$ cat src/hw/sssp_pkg.sv
// Package of constants for the synchronous serial shift port
package sssp_pkg;
   // -----------------------------------------------------------------
   // Register indices (byte address is four times the index)
   // -----------------------------------------------------------------
   localparam logic [15:0] SSSP_IDX_CTRL = 16'hff70;
   localparam logic [15:0] SSSP_IDX_MODE = 16'hff71;
   localparam logic [15:0] SSSP_IDX_DLO = 16'hff72;
   localparam logic [15:0] SSSP_IDX_DHI = 16'hff73;
   localparam logic [15:0] SSSP_IDX_MASK = 16'hffe3;
   localparam logic [15:0] SSSP_IDX_FLAG = 16'hfff3;

   // -----------------------------------------------------------------
   // Field positions
   // -----------------------------------------------------------------
   localparam int SSSP_CTRL_PFE = 0;
   localparam int SSSP_CTRL_TRG = 1;
   localparam int SSSP_MODE_CS_LO = 0;
   localparam int SSSP_MODE_CS_HI = 1;
   localparam int SSSP_MODE_PHASE = 2;
   localparam int SSSP_MODE_ORDER = 3;
   localparam int SSSP_FLAG_DONE = 0;
   localparam int SSSP_MASK_DONE = 0;

   // -----------------------------------------------------------------
   // Clock modes, reset values and counts
   // -----------------------------------------------------------------
   typedef enum logic [1:0] {
      SSSP_CS_SLAVE = 2'h0,
      SSSP_CS_TIMER = 2'h1,
      SSSP_CS_OSC_HALF = 2'h2,
      SSSP_CS_OSC = 2'h3
   } sssp_cs_e;

   localparam logic [1:0] SSSP_CS_RESET = 2'h0;
   localparam logic [3:0] SSSP_BITS = 4'h8;
   localparam logic [1:0] SSSP_RESP_OKAY = 2'h0;
   localparam logic [1:0] SSSP_RESP_SLVERR = 2'h2;
   localparam int SSSP_MAX_SCLK_KHZ = 1000;
   localparam int SSSP_MCLK_KHZ = 125000;
   localparam int SSSP_MIN_HALF_CYC = (SSSP_MCLK_KHZ + 2 * SSSP_MAX_SCLK_KHZ - 1)
                                      / (2 * SSSP_MAX_SCLK_KHZ);
endpackage

$ cat src/hw/sssp_top.sv
// Synchronous serial shift port with AXI4-Lite register access
//
// Our own choice: the AXI4-Lite interface to the registers.
`timescale 1ns/1ps
`default_nettype none

// Overview of operation
// - Two-bit mode field picks master source or slave
// - Timer source halves timer 1 underflow pulses
// - Reset leaves the port in slave mode
// - Master drives shift clock; slave uses pin clock
// - Master stops after 8 cycles, idles clock
// - Slave ignores clock edges after eight cycles
// - Shift clock never faster than 1 MHz; not limited here, rate follows the selected source or pin
// - Transfer completes after counting eight clock cycles
// - Nibbles loaded, trigger written, byte shifts out
// - Negative polarity: output on falling, phase picks shift
// - Positive polarity: output on rising, phase picks shift
// - Negative polarity: phase picks sampling edge
// - Positive polarity: phase picks sampling edge
// - Done flag always sets; interrupt needs mask
// - Received byte readable through data nibbles
// - Order bit picks LSB or MSB first
// - Slave mode drives ready on port pin 13
// - Negative ready idles high, low after trigger
// - Positive ready idles low, high after trigger
// - High nibble access returns ready to idle
// - Trigger read shows whether clock is running
// - Enable bit hands pins to serial function
module sssp_top #(
   parameter bit POS_POL = 1'b0,
   parameter int ADDR_W = 18
) (
   input wire logic mclk_i,
   input wire logic nrst_i,
   input wire logic ce_i,
   input wire logic [ADDR_W-1:0] s_axi_awaddr_i,
   input wire logic s_axi_awvalid_i,
   output logic s_axi_awready_o,
   input wire logic [31:0] s_axi_wdata_i,
   input wire logic [3:0] s_axi_wstrb_i,
   input wire logic s_axi_wvalid_i,
   output logic s_axi_wready_o,
   output logic [1:0] s_axi_bresp_o,
   output logic s_axi_bvalid_o,
   input wire logic s_axi_bready_i,
   input wire logic [ADDR_W-1:0] s_axi_araddr_i,
   input wire logic s_axi_arvalid_i,
   output logic s_axi_arready_o,
   output logic [31:0] s_axi_rdata_o,
   output logic [1:0] s_axi_rresp_o,
   output logic s_axi_rvalid_o,
   input wire logic s_axi_rready_i,
   input wire logic low_speed_osc_i,
   input wire logic timer1_underflow_i,
   input wire logic serial_in_pin_i,
   output logic serial_out_pin_o,
   output logic serial_out_oe_o,
   input wire logic sclk_pin_i,
   output logic sclk_pin_o,
   output logic sclk_pin_oe_o,
   output logic slave_ready_out_o,
   output logic slave_ready_oe_o,
   output logic transfer_irq_o
);
   import sssp_pkg::*;

   // -----------------------------------------------------------------
   // Helpers
   // -----------------------------------------------------------------
   function automatic logic [15:0] reg_index(input logic [ADDR_W-1:0] a);
      logic [ADDR_W-1:0] s;
      s = a >> 2;
      return s[15:0];
   endfunction

   // -----------------------------------------------------------------
   // State
   // -----------------------------------------------------------------
   logic [1:0] clock_mode_r;
   logic clock_phase_bit_r;
   logic bit_order_bit_r;
   logic port_function_enable_r;
   logic transfer_done_flag_r;
   logic transfer_irq_mask_r;
   logic running_r;
   logic [3:0] cycle_cnt_r;
   logic [7:0] transfer_data_byte_r;
   logic serial_out_pin_r;
   logic clk_int_r;
   logic clk_ext_prev_r;
   logic osc_prev_r;
   logic half_div_r;
   logic ready_r;
   logic aw_got_r;
   logic w_got_r;
   logic [15:0] aw_idx_r;
   logic [31:0] wdata_r;
   logic [3:0] wstrb_r;

   // -----------------------------------------------------------------
   // Write path decode
   // -----------------------------------------------------------------
   logic wr_fire;
   logic rd_fire;
   logic [15:0] rd_idx;
   logic wr_ctrl;
   logic wr_mode;
   logic wr_dlo;
   logic wr_dhi;
   logic wr_mask;
   logic wr_flag;
   logic wr_hit;
   logic trig_wr;

   assign wr_fire = aw_got_r & w_got_r & ~s_axi_bvalid_o;
   assign rd_fire = s_axi_arvalid_i & s_axi_arready_o;
   assign rd_idx = reg_index(s_axi_araddr_i);
   assign wr_ctrl = wr_fire & wstrb_r[0] & (aw_idx_r == SSSP_IDX_CTRL);
   assign wr_mode = wr_fire & wstrb_r[0] & (aw_idx_r == SSSP_IDX_MODE);
   assign wr_dlo = wr_fire & wstrb_r[0] & (aw_idx_r == SSSP_IDX_DLO);
   assign wr_dhi = wr_fire & wstrb_r[0] & (aw_idx_r == SSSP_IDX_DHI);
   assign wr_mask = wr_fire & wstrb_r[0] & (aw_idx_r == SSSP_IDX_MASK);
   assign wr_flag = wr_fire & wstrb_r[0] & (aw_idx_r == SSSP_IDX_FLAG);
   assign wr_hit = (aw_idx_r == SSSP_IDX_CTRL) | (aw_idx_r == SSSP_IDX_MODE) |
                   (aw_idx_r == SSSP_IDX_DLO) | (aw_idx_r == SSSP_IDX_DHI) |
                   (aw_idx_r == SSSP_IDX_MASK) | (aw_idx_r == SSSP_IDX_FLAG);
   assign trig_wr = wr_ctrl & wdata_r[SSSP_CTRL_TRG];

   // -----------------------------------------------------------------
   // Shift clock edges
   // -----------------------------------------------------------------
   // Clock is normalised so that idle is 1 and the leading edge falls.
   logic master;
   logic tick;
   logic clk_ext;
   logic lead;
   logic trail;
   logic sample_edge;
   logic last_trail;

   assign master = (clock_mode_r != SSSP_CS_SLAVE);
   assign clk_ext = sclk_pin_i ^ POS_POL;

   always_comb begin
      case (sssp_cs_e'(clock_mode_r))
         SSSP_CS_OSC: tick = (low_speed_osc_i != osc_prev_r);
         SSSP_CS_OSC_HALF: tick = low_speed_osc_i & ~osc_prev_r;
         SSSP_CS_TIMER: tick = timer1_underflow_i;
         default: tick = 1'b0;
      endcase
   end

   always_comb begin
      if (master) begin
         lead = running_r & tick & clk_int_r;
         trail = running_r & tick & ~clk_int_r;
      end else begin
         // Edges outside a running transfer are masked
         lead = running_r & clk_ext_prev_r & ~clk_ext;
         trail = running_r & ~clk_ext_prev_r & clk_ext;
      end
   end

   // Phase 1 shifts and samples on the leading edge, phase 0 on trailing
   assign sample_edge = clock_phase_bit_r ? lead : trail;
   assign last_trail = trail & (cycle_cnt_r == SSSP_BITS - 4'h1);

   // -----------------------------------------------------------------
   // Configuration registers
   // -----------------------------------------------------------------
   always_ff @(posedge mclk_i) begin
      if (!nrst_i) begin
         clock_mode_r <= SSSP_CS_RESET;
         clock_phase_bit_r <= 1'b0;
         bit_order_bit_r <= 1'b0;
         port_function_enable_r <= 1'b0;
         transfer_irq_mask_r <= 1'b0;
      end else if (ce_i) begin
         if (wr_mode) begin
            clock_mode_r <= wdata_r[SSSP_MODE_CS_HI:SSSP_MODE_CS_LO];
            clock_phase_bit_r <= wdata_r[SSSP_MODE_PHASE];
            bit_order_bit_r <= wdata_r[SSSP_MODE_ORDER];
         end
         if (wr_ctrl) begin
            port_function_enable_r <= wdata_r[SSSP_CTRL_PFE];
         end
         if (wr_mask) begin
            transfer_irq_mask_r <= wdata_r[SSSP_MASK_DONE];
         end
      end
   end

   // -----------------------------------------------------------------
   // Transfer sequencing
   // -----------------------------------------------------------------
   always_ff @(posedge mclk_i) begin
      if (!nrst_i) begin
         running_r <= 1'b0;
         cycle_cnt_r <= 4'h0;
         clk_int_r <= 1'b1;
         clk_ext_prev_r <= 1'b1;
         osc_prev_r <= 1'b0;
      end else if (ce_i) begin
         osc_prev_r <= low_speed_osc_i;
         clk_ext_prev_r <= clk_ext;
         if (trig_wr) begin
            running_r <= 1'b1;
            cycle_cnt_r <= 4'h0;
            clk_int_r <= 1'b1;
         end else begin
            if (lead | trail) begin
               clk_int_r <= ~clk_int_r;
            end
            if (trail) begin
               cycle_cnt_r <= cycle_cnt_r + 4'h1;
            end
            if (last_trail) begin
               running_r <= 1'b0;
            end
         end
      end
   end

   // -----------------------------------------------------------------
   // Shift register and serial output
   // -----------------------------------------------------------------
   always_ff @(posedge mclk_i) begin
      if (!nrst_i) begin
         transfer_data_byte_r <= 8'h00;
         serial_out_pin_r <= 1'b1;
      end else if (ce_i) begin
         if (lead) begin
            // Output moves on the leading edge for both polarities
            serial_out_pin_r <= bit_order_bit_r ? transfer_data_byte_r[7] :
                      transfer_data_byte_r[0];
         end
         if (sample_edge) begin
            if (bit_order_bit_r) begin
               transfer_data_byte_r <= {transfer_data_byte_r[6:0],
                                        serial_in_pin_i};
            end else begin
               transfer_data_byte_r <= {serial_in_pin_i,
                                        transfer_data_byte_r[7:1]};
            end
         end else begin
            if (wr_dlo) begin
               transfer_data_byte_r[3:0] <= wdata_r[3:0];
            end
            if (wr_dhi) begin
               transfer_data_byte_r[7:4] <= wdata_r[3:0];
            end
         end
      end
   end

   // -----------------------------------------------------------------
   // Completion flag
   // -----------------------------------------------------------------
   always_ff @(posedge mclk_i) begin
      if (!nrst_i) begin
         transfer_done_flag_r <= 1'b0;
      end else if (ce_i) begin
         // A completion in the same cycle as a clear keeps the flag
         if (last_trail) begin
            transfer_done_flag_r <= 1'b1;
         end else if (wr_flag & wdata_r[SSSP_FLAG_DONE]) begin
            transfer_done_flag_r <= 1'b0;
         end
      end
   end

   // -----------------------------------------------------------------
   // Ready handshake
   // -----------------------------------------------------------------
   logic dhi_touch;
   assign dhi_touch = wr_dhi | (rd_fire & (rd_idx == SSSP_IDX_DHI));

   always_ff @(posedge mclk_i) begin
      if (!nrst_i) begin
         ready_r <= 1'b0;
      end else if (ce_i) begin
         if (trig_wr & ~master) begin
            ready_r <= 1'b1;
         end else if (lead | dhi_touch | master) begin
            ready_r <= 1'b0;
         end
      end
   end

   // -----------------------------------------------------------------
   // Pin drivers
   // -----------------------------------------------------------------
   always_ff @(posedge mclk_i) begin
      if (!nrst_i) begin
         serial_out_pin_o <= 1'b1;
         serial_out_oe_o <= 1'b0;
         sclk_pin_o <= ~POS_POL;
         sclk_pin_oe_o <= 1'b0;
         slave_ready_out_o <= ~POS_POL;
         slave_ready_oe_o <= 1'b0;
         transfer_irq_o <= 1'b0;
      end else if (ce_i) begin
         serial_out_pin_o <= serial_out_pin_r;
         serial_out_oe_o <= port_function_enable_r;
         // Idle clock level is high on the pin for negative polarity
         sclk_pin_o <= clk_int_r ^ POS_POL;
         sclk_pin_oe_o <= port_function_enable_r & master;
         slave_ready_out_o <= ready_r ^ ~POS_POL;
         slave_ready_oe_o <= port_function_enable_r & ~master;
         transfer_irq_o <= transfer_done_flag_r & transfer_irq_mask_r;
      end
   end

   // -----------------------------------------------------------------
   // AXI4-Lite write channel
   // -----------------------------------------------------------------
   always_ff @(posedge mclk_i) begin
      if (!nrst_i) begin
         aw_got_r <= 1'b0;
         w_got_r <= 1'b0;
         aw_idx_r <= 16'h0000;
         wdata_r <= 32'h0000_0000;
         wstrb_r <= 4'h0;
         s_axi_awready_o <= 1'b0;
         s_axi_wready_o <= 1'b0;
         s_axi_bvalid_o <= 1'b0;
         s_axi_bresp_o <= SSSP_RESP_OKAY;
      end else if (ce_i) begin
         s_axi_awready_o <= ~aw_got_r & ~(s_axi_awvalid_i & s_axi_awready_o) &
                            ~s_axi_bvalid_o;
         s_axi_wready_o <= ~w_got_r & ~(s_axi_wvalid_i & s_axi_wready_o) &
                           ~s_axi_bvalid_o;
         if (s_axi_awvalid_i & s_axi_awready_o) begin
            aw_got_r <= 1'b1;
            aw_idx_r <= reg_index(s_axi_awaddr_i);
         end
         if (s_axi_wvalid_i & s_axi_wready_o) begin
            w_got_r <= 1'b1;
            wdata_r <= s_axi_wdata_i;
            wstrb_r <= s_axi_wstrb_i;
         end
         if (wr_fire) begin
            aw_got_r <= 1'b0;
            w_got_r <= 1'b0;
            s_axi_bvalid_o <= 1'b1;
            s_axi_bresp_o <= wr_hit ? SSSP_RESP_OKAY : SSSP_RESP_SLVERR;
         end else if (s_axi_bvalid_o & s_axi_bready_i) begin
            s_axi_bvalid_o <= 1'b0;
         end
      end
   end

   // -----------------------------------------------------------------
   // AXI4-Lite read channel
   // -----------------------------------------------------------------
   logic [31:0] rd_data;
   logic rd_hit;

   always_comb begin
      rd_data = 32'h0000_0000;
      rd_hit = 1'b1;
      case (rd_idx)
         SSSP_IDX_CTRL: begin
            rd_data[SSSP_CTRL_PFE] = port_function_enable_r;
            rd_data[SSSP_CTRL_TRG] = running_r;
         end
         SSSP_IDX_MODE: begin
            rd_data[SSSP_MODE_CS_HI:SSSP_MODE_CS_LO] = clock_mode_r;
            rd_data[SSSP_MODE_PHASE] = clock_phase_bit_r;
            rd_data[SSSP_MODE_ORDER] = bit_order_bit_r;
         end
         SSSP_IDX_DLO: rd_data[3:0] = transfer_data_byte_r[3:0];
         SSSP_IDX_DHI: rd_data[3:0] = transfer_data_byte_r[7:4];
         SSSP_IDX_MASK: rd_data[SSSP_MASK_DONE] = transfer_irq_mask_r;
         SSSP_IDX_FLAG: rd_data[SSSP_FLAG_DONE] = transfer_done_flag_r;
         default: rd_hit = 1'b0;
      endcase
   end

   always_ff @(posedge mclk_i) begin
      if (!nrst_i) begin
         s_axi_arready_o <= 1'b0;
         s_axi_rvalid_o <= 1'b0;
         s_axi_rdata_o <= 32'h0000_0000;
         s_axi_rresp_o <= SSSP_RESP_OKAY;
      end else if (ce_i) begin
         s_axi_arready_o <= ~s_axi_rvalid_o & ~rd_fire;
         if (rd_fire) begin
            s_axi_rvalid_o <= 1'b1;
            s_axi_rdata_o <= rd_data;
            s_axi_rresp_o <= rd_hit ? SSSP_RESP_OKAY : SSSP_RESP_SLVERR;
         end else if (s_axi_rvalid_o & s_axi_rready_i) begin
            s_axi_rvalid_o <= 1'b0;
         end
      end
   end
endmodule

`default_nettype wire

$ cat config.mk
export PLATFORM = sky130hd
export DESIGN_NAME = sssp_top
export DESIGN_NICKNAME = d
export VERILOG_FILES = /design/src/hw/sssp_pkg.sv /design/src/hw/sssp_top.sv
export SDC_FILE = /design/constraint.sdc
export NUM_CORES = 1
export LEC_CHECK = 0
export BUFFER_PORTS_ARGS = -buffer_cell sky130_fd_sc_hd__clkbuf_2
export CAP_MARGIN = 5
export CORE_AREA = 8 8 103 105
export CTS_CLUSTER_SIZE = 14
export DETAILED_ROUTE_END_ITERATION = 8
export DIE_AREA = 0 0 111 113
export HOLD_SLACK_MARGIN = 0.1
export PLACE_DENSITY_LB_ADDON = 0.1
export SLEW_MARGIN = 20
export SYNTH_ARGS = -nofsm -noshare
export SYNTH_HDL_FRONTEND = slang
export SYNTH_SLANG_ARGS = --single-unit
$ cat constraint.sdc
create_clock -name mclk_i -period 2 [get_ports mclk_i]
set_input_delay 0.1 -clock mclk_i [delete_from_list [all_inputs] [get_ports mclk_i]]
set_output_delay 0.1 -clock mclk_i [all_outputs]
set_load 0.03 [all_outputs]
=== After elaboration in Yosys (flattened, before gate mapping) ===
Cells that the tools add are included.

* Flip-flop bits (word level): 68
* Bits of input ports: 84
* Output and inout port bits: 48
* Word-level logic and storage cells: 175

* Add/sub/neg operators: 1
* Equal/unequal tests: 17
* Multiplexer cells: 33
* Bitwise gates (word level): 57
* Reductions and logical operators: 32

{| class="wikitable"
|+ Operator list
! operator !! count
|-
| $eq A16 B16 Y1 const B || 12
|-
| $reduce_and A2 Y1 || 19
|-
| $and A1 B1 Y1 || 35
|-
| $reduce_bool A2 Y1 || 12
|-
| $mux W1 || 21
|-
| $mux W4 || 4
|-
| $mux W8 || 2
|-
| $not A1 Y1 || 13
|-
| $or A1 B1 Y1 || 9
|-
| $pmux W1 S6 || 1
|-
| $pmux W2 S3 || 1
|-
| $reduce_or A6 Y1 || 1
|-
| $add A4 B1 Y4 const B || 1
|-
| $eq A2 B2 Y1 const B || 2
|-
| $eq A4 B3 Y1 const B || 1
|-
| $mux W2 || 2
|-
| $pmux W1 S4 || 1
|-
| $pmux W1 S3 || 1
|-
| $eq A2 B1 Y1 const B || 1
|-
| $ne A1 B1 Y1 || 1
|}

=== Logic depth before layout (Yosys ltp) ===
Gate-level depths: netlist (run 1).

* Depth after elaboration: 10
* Mapped depth: 8
* Depth with buffers taken out: 7

=== Worst setup path after synthesis (run 1) ===
OpenSTA, ideal clock, no wires.

* Path type: register -> register
* Start: reg osc_prev_r
* End: reg transfer_data_byte_r[0]
* Arrival time: 1.922 ns
* Required time: 1.878 ns
* Slack: -0.044 ns
* Stages on the path, launching flop included: 8
* Path buffers: 0
* Cell sequence: dfxtp_1 > inv_1 > ha_1 > and2_1 > o32ai_1 > o32ai_2 > a31o_2 > a221o_1

* Longest elaborated chain between the ends: 9
* Elaborated cells on any way between the ends: 13
* Classes of those cells: eq/ne: 1; mux: 5; bitwise: 5; reduce/logical: 2

{| class="wikitable"
|+ Ends and longest elaborated chain
! element !! line !! RTL
|-
| start: declaration || sssp_top.sv:92 || <nowiki>logic osc_prev_r;</nowiki>
|-
| start signal: assignment || sssp_top.sv:205 || <nowiki>osc_prev_r <= low_speed_osc_i;</nowiki>
|-
| $not A1 Y1 || sssp_top.sv:148 || <nowiki>SSSP_CS_OSC_HALF: tick = low_speed_osc_i & ~osc_prev_r;</nowiki>
|-
| $and A1 B1 Y1 || sssp_top.sv:148 ||
|-
| $pmux W1 S3 * || sssp_top.sv:146 || <nowiki>case (sssp_cs_e'(clock_mode_r))</nowiki>
|-
| $and A1 B1 Y1 * || sssp_top.sv:156, sssp_top.sv:157 ||
|-
| $and A1 B1 Y1 (on tied branches) || sssp_top.sv:157, sssp_top.sv:156 ||
|-
| $mux W1 || sssp_top.sv:155 || <nowiki>if (master) begin</nowiki>
|-
| $mux W1 * || sssp_top.sv:166 || <nowiki>assign sample_edge = clock_phase_bit_r ? lead : trail;</nowiki>
|-
| $reduce_bool A2 Y1 (no line) || n/a ||
|-
| $reduce_and A2 Y1 (no line) || n/a ||
|-
| end signal: assignment || sssp_top.sv:240 || <nowiki>transfer_data_byte_r <= {transfer_data_byte_r[6:0],</nowiki>
|-
| end signal: assignment || sssp_top.sv:243 || <nowiki>transfer_data_byte_r <= {serial_in_pin_i,</nowiki>
|-
| end signal: assignment || sssp_top.sv:248 || <nowiki>transfer_data_byte_r[3:0] <= wdata_r[3:0];</nowiki>
|-
| end: declaration || sssp_top.sv:88 || <nowiki>logic [7:0] transfer_data_byte_r;</nowiki>
|}

Mark *: on every way between the ends. The rest lies on a longest branch, timed or not.
A chain may end at the register's enable or synchronous reset.

=== Final worst setup path (run 1) ===
* Start: reg aw_idx_r[5]
* End: reg cycle_cnt_r[0]

* Longest elaborated chain between the ends: 5
* Elaborated cells on any way between the ends: 6
* Classes of those cells: eq/ne: 1; mux: 1; bitwise: 2; reduce/logical: 2

{| class="wikitable"
|+ Ends and longest elaborated chain
! element !! line !! RTL
|-
| start: declaration || sssp_top.sv:97 || <nowiki>logic [15:0] aw_idx_r;</nowiki>
|-
| start signal: assignment || sssp_top.sv:336 || <nowiki>aw_idx_r <= reg_index(s_axi_awaddr_i);</nowiki>
|-
| $eq A16 B16 Y1 * || sssp_top.sv:119 || <nowiki>assign wr_ctrl = wr_fire & wstrb_r[0] & (aw_idx_r == SSSP_IDX_CTRL);</nowiki>
|-
| $and A1 B1 Y1 * || sssp_top.sv:119 ||
|-
| $and A1 B1 Y1 * || sssp_top.sv:128 || <nowiki>assign trig_wr = wr_ctrl & wdata_r[SSSP_CTRL_TRG];</nowiki>
|-
| $reduce_bool A2 Y1 (no line) || n/a ||
|-
| $reduce_and A2 Y1 (no line) || n/a ||
|-
| end signal: assignment || sssp_top.sv:216 || <nowiki>cycle_cnt_r <= cycle_cnt_r + 4'h1;</nowiki>
|-
| end: declaration || sssp_top.sv:87 || <nowiki>logic [3:0] cycle_cnt_r;</nowiki>
|}

Marks and branches as above.

==> metrics.txt, run 1 <==
starting density of the core 0.389; DIE AREA 12500 µm²; status completed; RSZ-0062 raised after global routing yes; CTS buffer count 9; fin crit period 1960 ps; CP max stage cell or4_4; layout cells sized above 1 0.265; total power 2.79 mW; row cnt 35; # DRC 0; max_cap viols 0; io pins 132; Final Cell Area 4530 µm²; WP data arrival 2180 ps; Worst Hold Path EP s_axi_rresp_o[1]$_SDFFE_PN0P_; ys async rst share 0; Tot GR Track Use 0.151; nets 595; fin crit share 0.979; Slew @ Worst Pin 615 ps; ys flop type dfxtp_1; I/O Buffers 66; Synthesis Warnings 0; gr ovfl total 0; fin worst setup slack 42.7 ps; Crit path largest cell delay 580 ps; Reg2Reg Depth 7; hold_sp s_axi_araddr_i[6]; Fin. Hold Viols 0; CTS clock-pin slew for the worst setup and hold paths 70 ps; Commonest cells post-synth dfxtp_1 (66), nand2_1 (61), buf_4 (32); final slew viol count 0; Worst path most repeated cell buf_4; placed insts 580; initial antenna violation count 0; Routed Antenna Nets 0; Cell variety after synth 52; CP required 2230 ps; drt via density 5.05; Post-DP Area 3950 µm²; largest buffer count on any clock path 2; clock skew 4.49 ps; DRT Pass-1 Iters 4; largest net degree at the start of global routing 28; WS Path Type reg2reg; CTS H-tree lvls 3; worst setup slack for register-to-register paths 40 ps; Max Fclk 0.511 GHz; number of global-route vias before repair 3216; LEAKAGE 1.83 nW; synth top area cells dfxtp_1 (38%), mux2i_1 (7.2%), buf_4 (6.9%); startpoint types register; power per cell area 616 nW/µm²; DP HPWL 7060 µm; Die Y 113 µm; Antenna Cells 0; Vias 3151; final setup vio count 0; Final GP Congestion 0.810; Hold Path Depth 4; synthesized cell area 3490 µm²; number of synthesized flops with an enable pin 0; element type at the critical path end register; Max IR drop VDD 0.389 mV; relative slew slack 0.589; DRC violation total after the first TritonRoute iteration 159; worst r2r src aw_idx_r[5]$_SDFFE_PN0P_; first-pass GRT wire length 15600 µm; #FFs+latches synth 66; Place WS -46.0 ps; CTS tree done; FF-to-FF End cycle_cnt_r[0]$_SDFFE_PN0P_; Root Buffer clkbuf_8; Total Routed Length 9600 µm; crit path max fanout 4; Synth Instances 399; largest area contributor in the netlist dfxtp_1; worst-path cell chain nand4_4, or4_4, buf_4, o21ai_0, buf_4, nor2_1, mux2_2; HP Class in2reg; clock sinks 66; Avg Cell Area, Syn 8.75 µm²; area growth from synthesis to layout 29.7%; sequential share of the synthesized area 0.378; setup tns final 0 ps; post-synth top area share 0.378; Core Box Area 8980 µm²; Die W 111 µm; Worst-Skew Late Latency 330 ps; drt wl/cell 15.4 µm; post-route insts no fill 624; most common cell in the netlist dfxtp_1
[routing by layer]
layer / GRT usage / vias to the layer above / wire length (µm) / part of all wire
li1: - / 1589 / - / -
met1: 0.180 / 1468 / 4390 / 0.46
met2: 0.248 / 85 / 4530 / 0.47
met3: 0.0497 / 9 / 538 / 0.056
met4: 0.0559 / 0 / 140 / 0.015
met5: 0 / - / 0 / 0
[worst max-delay path, delay by kind of cell (launching register included)]
kind / cells / cell delay [ps]
flops: 1 / 360
compound gates: 1 / 150
mux: 1 / 270
simple gates: 3 / 760
buf+inv: 2 / 320
[report_power, final]
part           internal, mW  switching, mW
logic                 0.131          0.201
clock network         0.601          0.501
registers              1.34         0.0208
[how the worst max path moves through the flow]
stage	start	end	slack, ps	cells past startpoint
2_1_floorplan	osc_prev_r$_SDFFE_PN0P_	transfer_data_byte_r[0]$_SDFFE_PN0P_	20	7
3_3_place_gp	osc_prev_r$_SDFFE_PN0P_	transfer_data_byte_r[7]$_SDFFE_PN0P_	-10	7
3_5_place_dp	osc_prev_r$_SDFFE_PN0P_	transfer_data_byte_r[5]$_SDFFE_PN0P_	-50	7
4_1_cts	aw_idx_r[10]$_SDFFE_PN0P_	cycle_cnt_r[0]$_SDFFE_PN0P_	2	7
5_1_grt	aw_idx_r[5]$_SDFFE_PN0P_	cycle_cnt_r[0]$_SDFFE_PN0P_	-30	7
6_report	aw_idx_r[5]$_SDFFE_PN0P_	cycle_cnt_r[0]$_SDFFE_PN0P_	40	7
[what timing repair did]
item | CTS | global route
hold buffers | 26 | 0
endpoints found under the setup margin | 10 | 15
setup buffers | 2 | 1
gates resized for setup | 10 | 9
pin swaps | 14 | 6
hold endpoints to repair | 26 | 0
[per-stage QoR]
step,util,hold WS (ps)
global route,0.504,118
global placement,0.440,334
detailed placement,0.440,345
CTS,0.498,104
floorplan,-,229
finish,0.504,125
[layout make-up]
cell class	count	area [µm²]
clock buffers	12	145
clock inverters	3	40.0
fillers	858	4450
inverters	9	33.8
multi-input cells	303	2040
flip-flops and latches	66	1330
well taps	111	139
repair buffers	120	801
[placed cells by master (no fill, tap or decap), types with 4 or more instances in the layout]
cell type      instances
nor4_1                 4
clkbuf_8              10
nand4_1                7
a21oi_1                7
nor2_1                14
clkbuf_2              66
dlygate4sd3_1         26
a21boi_0              21
a221o_1                8
mux2i_1               25
nand2_1               61
buf_4                 28
inv_1                  8
dfxtp_1               60
nor2b_1               22
nand3_1               11
o21ai_0                7
nand4b_1               4
dfxtp_2                6
conb_1                30
nor3_1                17
[logic make-up (layout without fill, tap and decap cells)]
| group | after synthesis | after routing | share of synthesized area |
|---|---|---|---|
| simple gates | 166 | 166 | 0.249 |
| compound gates | 72 | 72 | 0.162 |
| flops | 66 | 66 | 0.378 |
| buf+inv | 59 | 144 | 0.101 |
| mux | 30 | 30 | 0.0942 |
| xor+xnor | 3 | 3 | 0.00753 |
| fa+ha+maj | 2 | 2 | 0.00716 |
| other cells | 1 | 30 | 0.00107 |
[state kept, by name, summed over array words and instances (netlist names), 2 cells and up]
signal	flops
aw_idx_r	16
clock_mode_r	2
cycle_cnt_r	4
s_axi_rdata_o	4
transfer_data_byte_r	8
wdata_r	4
Power figures use the tool's default switching activity.
==> run 2: changes to the inputs <==
==> constraint.sdc (replaced) <==
create_clock -name mclk_i -period 2.01 [get_ports mclk_i]
set_input_delay 0.1005 -clock mclk_i [delete_from_list [all_inputs] [get_ports mclk_i]]
set_output_delay 0.1005 -clock mclk_i [all_outputs]
set_load 0.03 [all_outputs]
==> run 2 against run 1 <==
Cell count decreased by 0.32%. Count of clock-buffer cells in the layout grew 2. Critical path depth down 2. Critical endpoint is now clk_int_r$_SDFFE_PN1P_. Die area unchanged.
==> metrics.txt, run 2 (synthesized netlist as in run 1, its figures left out) <==
gr ovfl total 0 (unchanged); # DRC 0 (unchanged); crit path max fanout 6 (was 4); worst r2r src aw_idx_r[2]$_SDFFE_PN0P_ (was aw_idx_r[5]$_SDFFE_PN0P_); WP data arrival 2180 ps (about the same); DRT Pass-1 Iters 4 (unchanged); Root Buffer clkbuf_8 (unchanged); CTS buffer count 9 (unchanged); Core Box Area 8980 µm² (unchanged); starting density of the core 0.389 (unchanged); hold_sp nrst_i (was s_axi_araddr_i[6]); final setup vio count 0 (unchanged); DRC violation total after the first TritonRoute iteration 110 (was 159); final hold slack 119 ps (was 125 ps); Antenna Cells 0 (unchanged); final slew viol count 0 (unchanged); RSZ-0062 raised after global routing yes (unchanged); layout cells sized above 1 0.256 (was 0.265); first-pass GRT wire length 15600 µm (about the same); nets 592 (was 595); Biggest register aw_idx_r (unchanged); setup tns final 0 ps (unchanged); Final GP Congestion 0.790 (was 0.810); relative slew slack 0.585 (was 0.589); Worst path most repeated cell or4_4 (was buf_4); max_cap viols 0 (unchanged); Tot GR Track Use 0.151 (about the same); drt via density 5.10 (was 5.05); CP top delay family simple AND/OR/NAND/NOR gates (unchanged); max FFs per register 16 (unchanged); commonest non-fill, non-tap cells in the layout clkbuf_2 (66), dfxtp_1 (63), nand2_1 (61), conb_1 (30), dlygate4sd3_1 (26) (was clkbuf_2 (66), nand2_1 (61), dfxtp_1 (60), conb_1 (30), buf_4 (28)); clock skew 8.49 ps (was 4.49 ps); Max Fclk 0.507 GHz (was 0.511 GHz); FF-to-FF End clk_int_r$_SDFFE_PN1P_ (was cycle_cnt_r[0]$_SDFFE_PN0P_); row cnt 35 (unchanged); commonest non-fill, non-tap cell in the layout clkbuf_2 (unchanged); WS Path Type reg2reg (unchanged); Slew @ Worst Pin 620 ps (was 615 ps); CP Buf/Inv Count 0 (was 2); CP max stage cell or4_4 (unchanged); fin crit period 1970 ps (was 1960 ps); fin crit share 0.981 (was 0.979); Max IR drop VDD 0.335 mV (was 0.389 mV); CTS clock-pin slew for the worst setup and hold paths 70 ps (about the same); HP Class in2reg (unchanged); DP HPWL 6940 µm (was 7060 µm); placed insts 580 (unchanged); Routed Antenna Nets 0 (unchanged); post-layout util 0.503 (was 0.504); DIE AREA 12500 µm² (unchanged); CTS tree done (unchanged); Die W 111 µm (unchanged); drt wl/cell 15.0 µm (was 15.4 µm); worst-path cell chain nand4bb_4, or4_4, or4_4, a211oi_2, a41oi_1 (was nand4_4, or4_4, buf_4, o21ai_0, buf_4, nor2_1, mux2_2); Crit path largest cell delay 550 ps (was 580 ps); status completed (unchanged); power per cell area 622 nW/µm² (was 616 nW/µm²); largest net degree at the start of global routing 35 (was 28); largest buffer count on any clock path 2 (unchanged); LEAKAGE 1.82 nW (was 1.83 nW); registers with the most flip-flops aw_idx_r: 16 flops, transfer_data_byte_r: 8 flops (unchanged); initial antenna violation count 0 (unchanged); Reg2Reg Depth 5 (was 7); I/O Buffers 66 (unchanged); element type at the critical path end register (unchanged); worst setup slack for register-to-register paths 40 ps (about the same); post-route insts no fill 622 (was 624); Die Y 113 µm (unchanged); Fin. Hold Viols 0 (unchanged); CP required 2220 ps (was 2230 ps); area growth from synthesis to layout 29.4% (was 29.7%); clock sinks 66 (unchanged); number of global-route vias before repair 3160 (was 3216); Total Routed Length 9340 µm (was 9600 µm); Vias 3171 (was 3151); startpoint types register (unchanged); io pins 132 (unchanged); Worst-Skew Late Latency 340 ps (was 330 ps); CTS H-tree lvls 3 (unchanged); Hold Path Depth 2 (was 4); Worst Hold Path EP slave_ready_out_o$_SDFFE_PN1P_ (was s_axi_rresp_o[1]$_SDFFE_PN0P_)
==> run 2: worst max path at each step <==
stage,endpoint,start,depth (start not counted)
finish,clk_int_r$_SDFFE_PN1P_,aw_idx_r[2]$_SDFFE_PN0P_,5
global placement,transfer_data_byte_r[6]$_SDFFE_PN0P_,osc_prev_r$_SDFFE_PN0P_,7
floorplan,transfer_data_byte_r[0]$_SDFFE_PN0P_,osc_prev_r$_SDFFE_PN0P_,7
CTS,transfer_data_byte_r[7]$_SDFFE_PN0P_,osc_prev_r$_SDFFE_PN0P_,7
global route,clk_int_r$_SDFFE_PN1P_,aw_idx_r[2]$_SDFFE_PN0P_,5
detailed placement,transfer_data_byte_r[7]$_SDFFE_PN0P_,osc_prev_r$_SDFFE_PN0P_,7
==> run 2: final cells by class <==
class / count / area (µm²)
fill: 876 / 4460
multi-input combinational: 303 / 2040
sequential: 66 / 1330
timing repair buffer: 117 / 782
clock buffer: 14 / 163
tap: 111 / 139
clock inverter: 2 / 35.0
inverter: 9 / 33.8
==> run 2: through the flow <==
step | power, mW | instance area [µm²] | worst slack, ps
detailed placement | 1.66 | 3950 | -43.7
finish | 2.81 | 4520 | 37.4
global placement | 1.65 | 3950 | -12.6
global route | 2.95 | 4520 | -33.5
floorplan | 1.60 | 3610 | 26.3
CTS | 2.83 | 4420 | 1.94
==> run 2: metal layers <==
layer | vias to the layer above | routed length, µm | part of all wire | global-route usage
li1 | 1591 | - | - | -
met1 | 1491 | 4270 | 0.46 | 0.183
met2 | 77 | 4430 | 0.47 | 0.242
met3 | 12 | 529 | 0.057 | 0.0614
met4 | 0 | 114 | 0.012 | 0.0396
met5 | - | 0 | 0 | 0
==> run 2: timing repair <==
action | in CTS | in global routing
setup endpoints to repair | 10 | 16
hold endpoints to repair | 26 | 0
hold buffers | 26 | 0
resized for setup | 2 | 17
buffers inserted | 0 | 0
pin swaps | 4 | 14
==> run 2: where the power goes <==
part / switching, mW / internal [mW]
logic: 0.199 / 0.132
clock network: 0.492 / 0.641
registers: 0.0193 / 1.33
total: 0.710 / 2.10
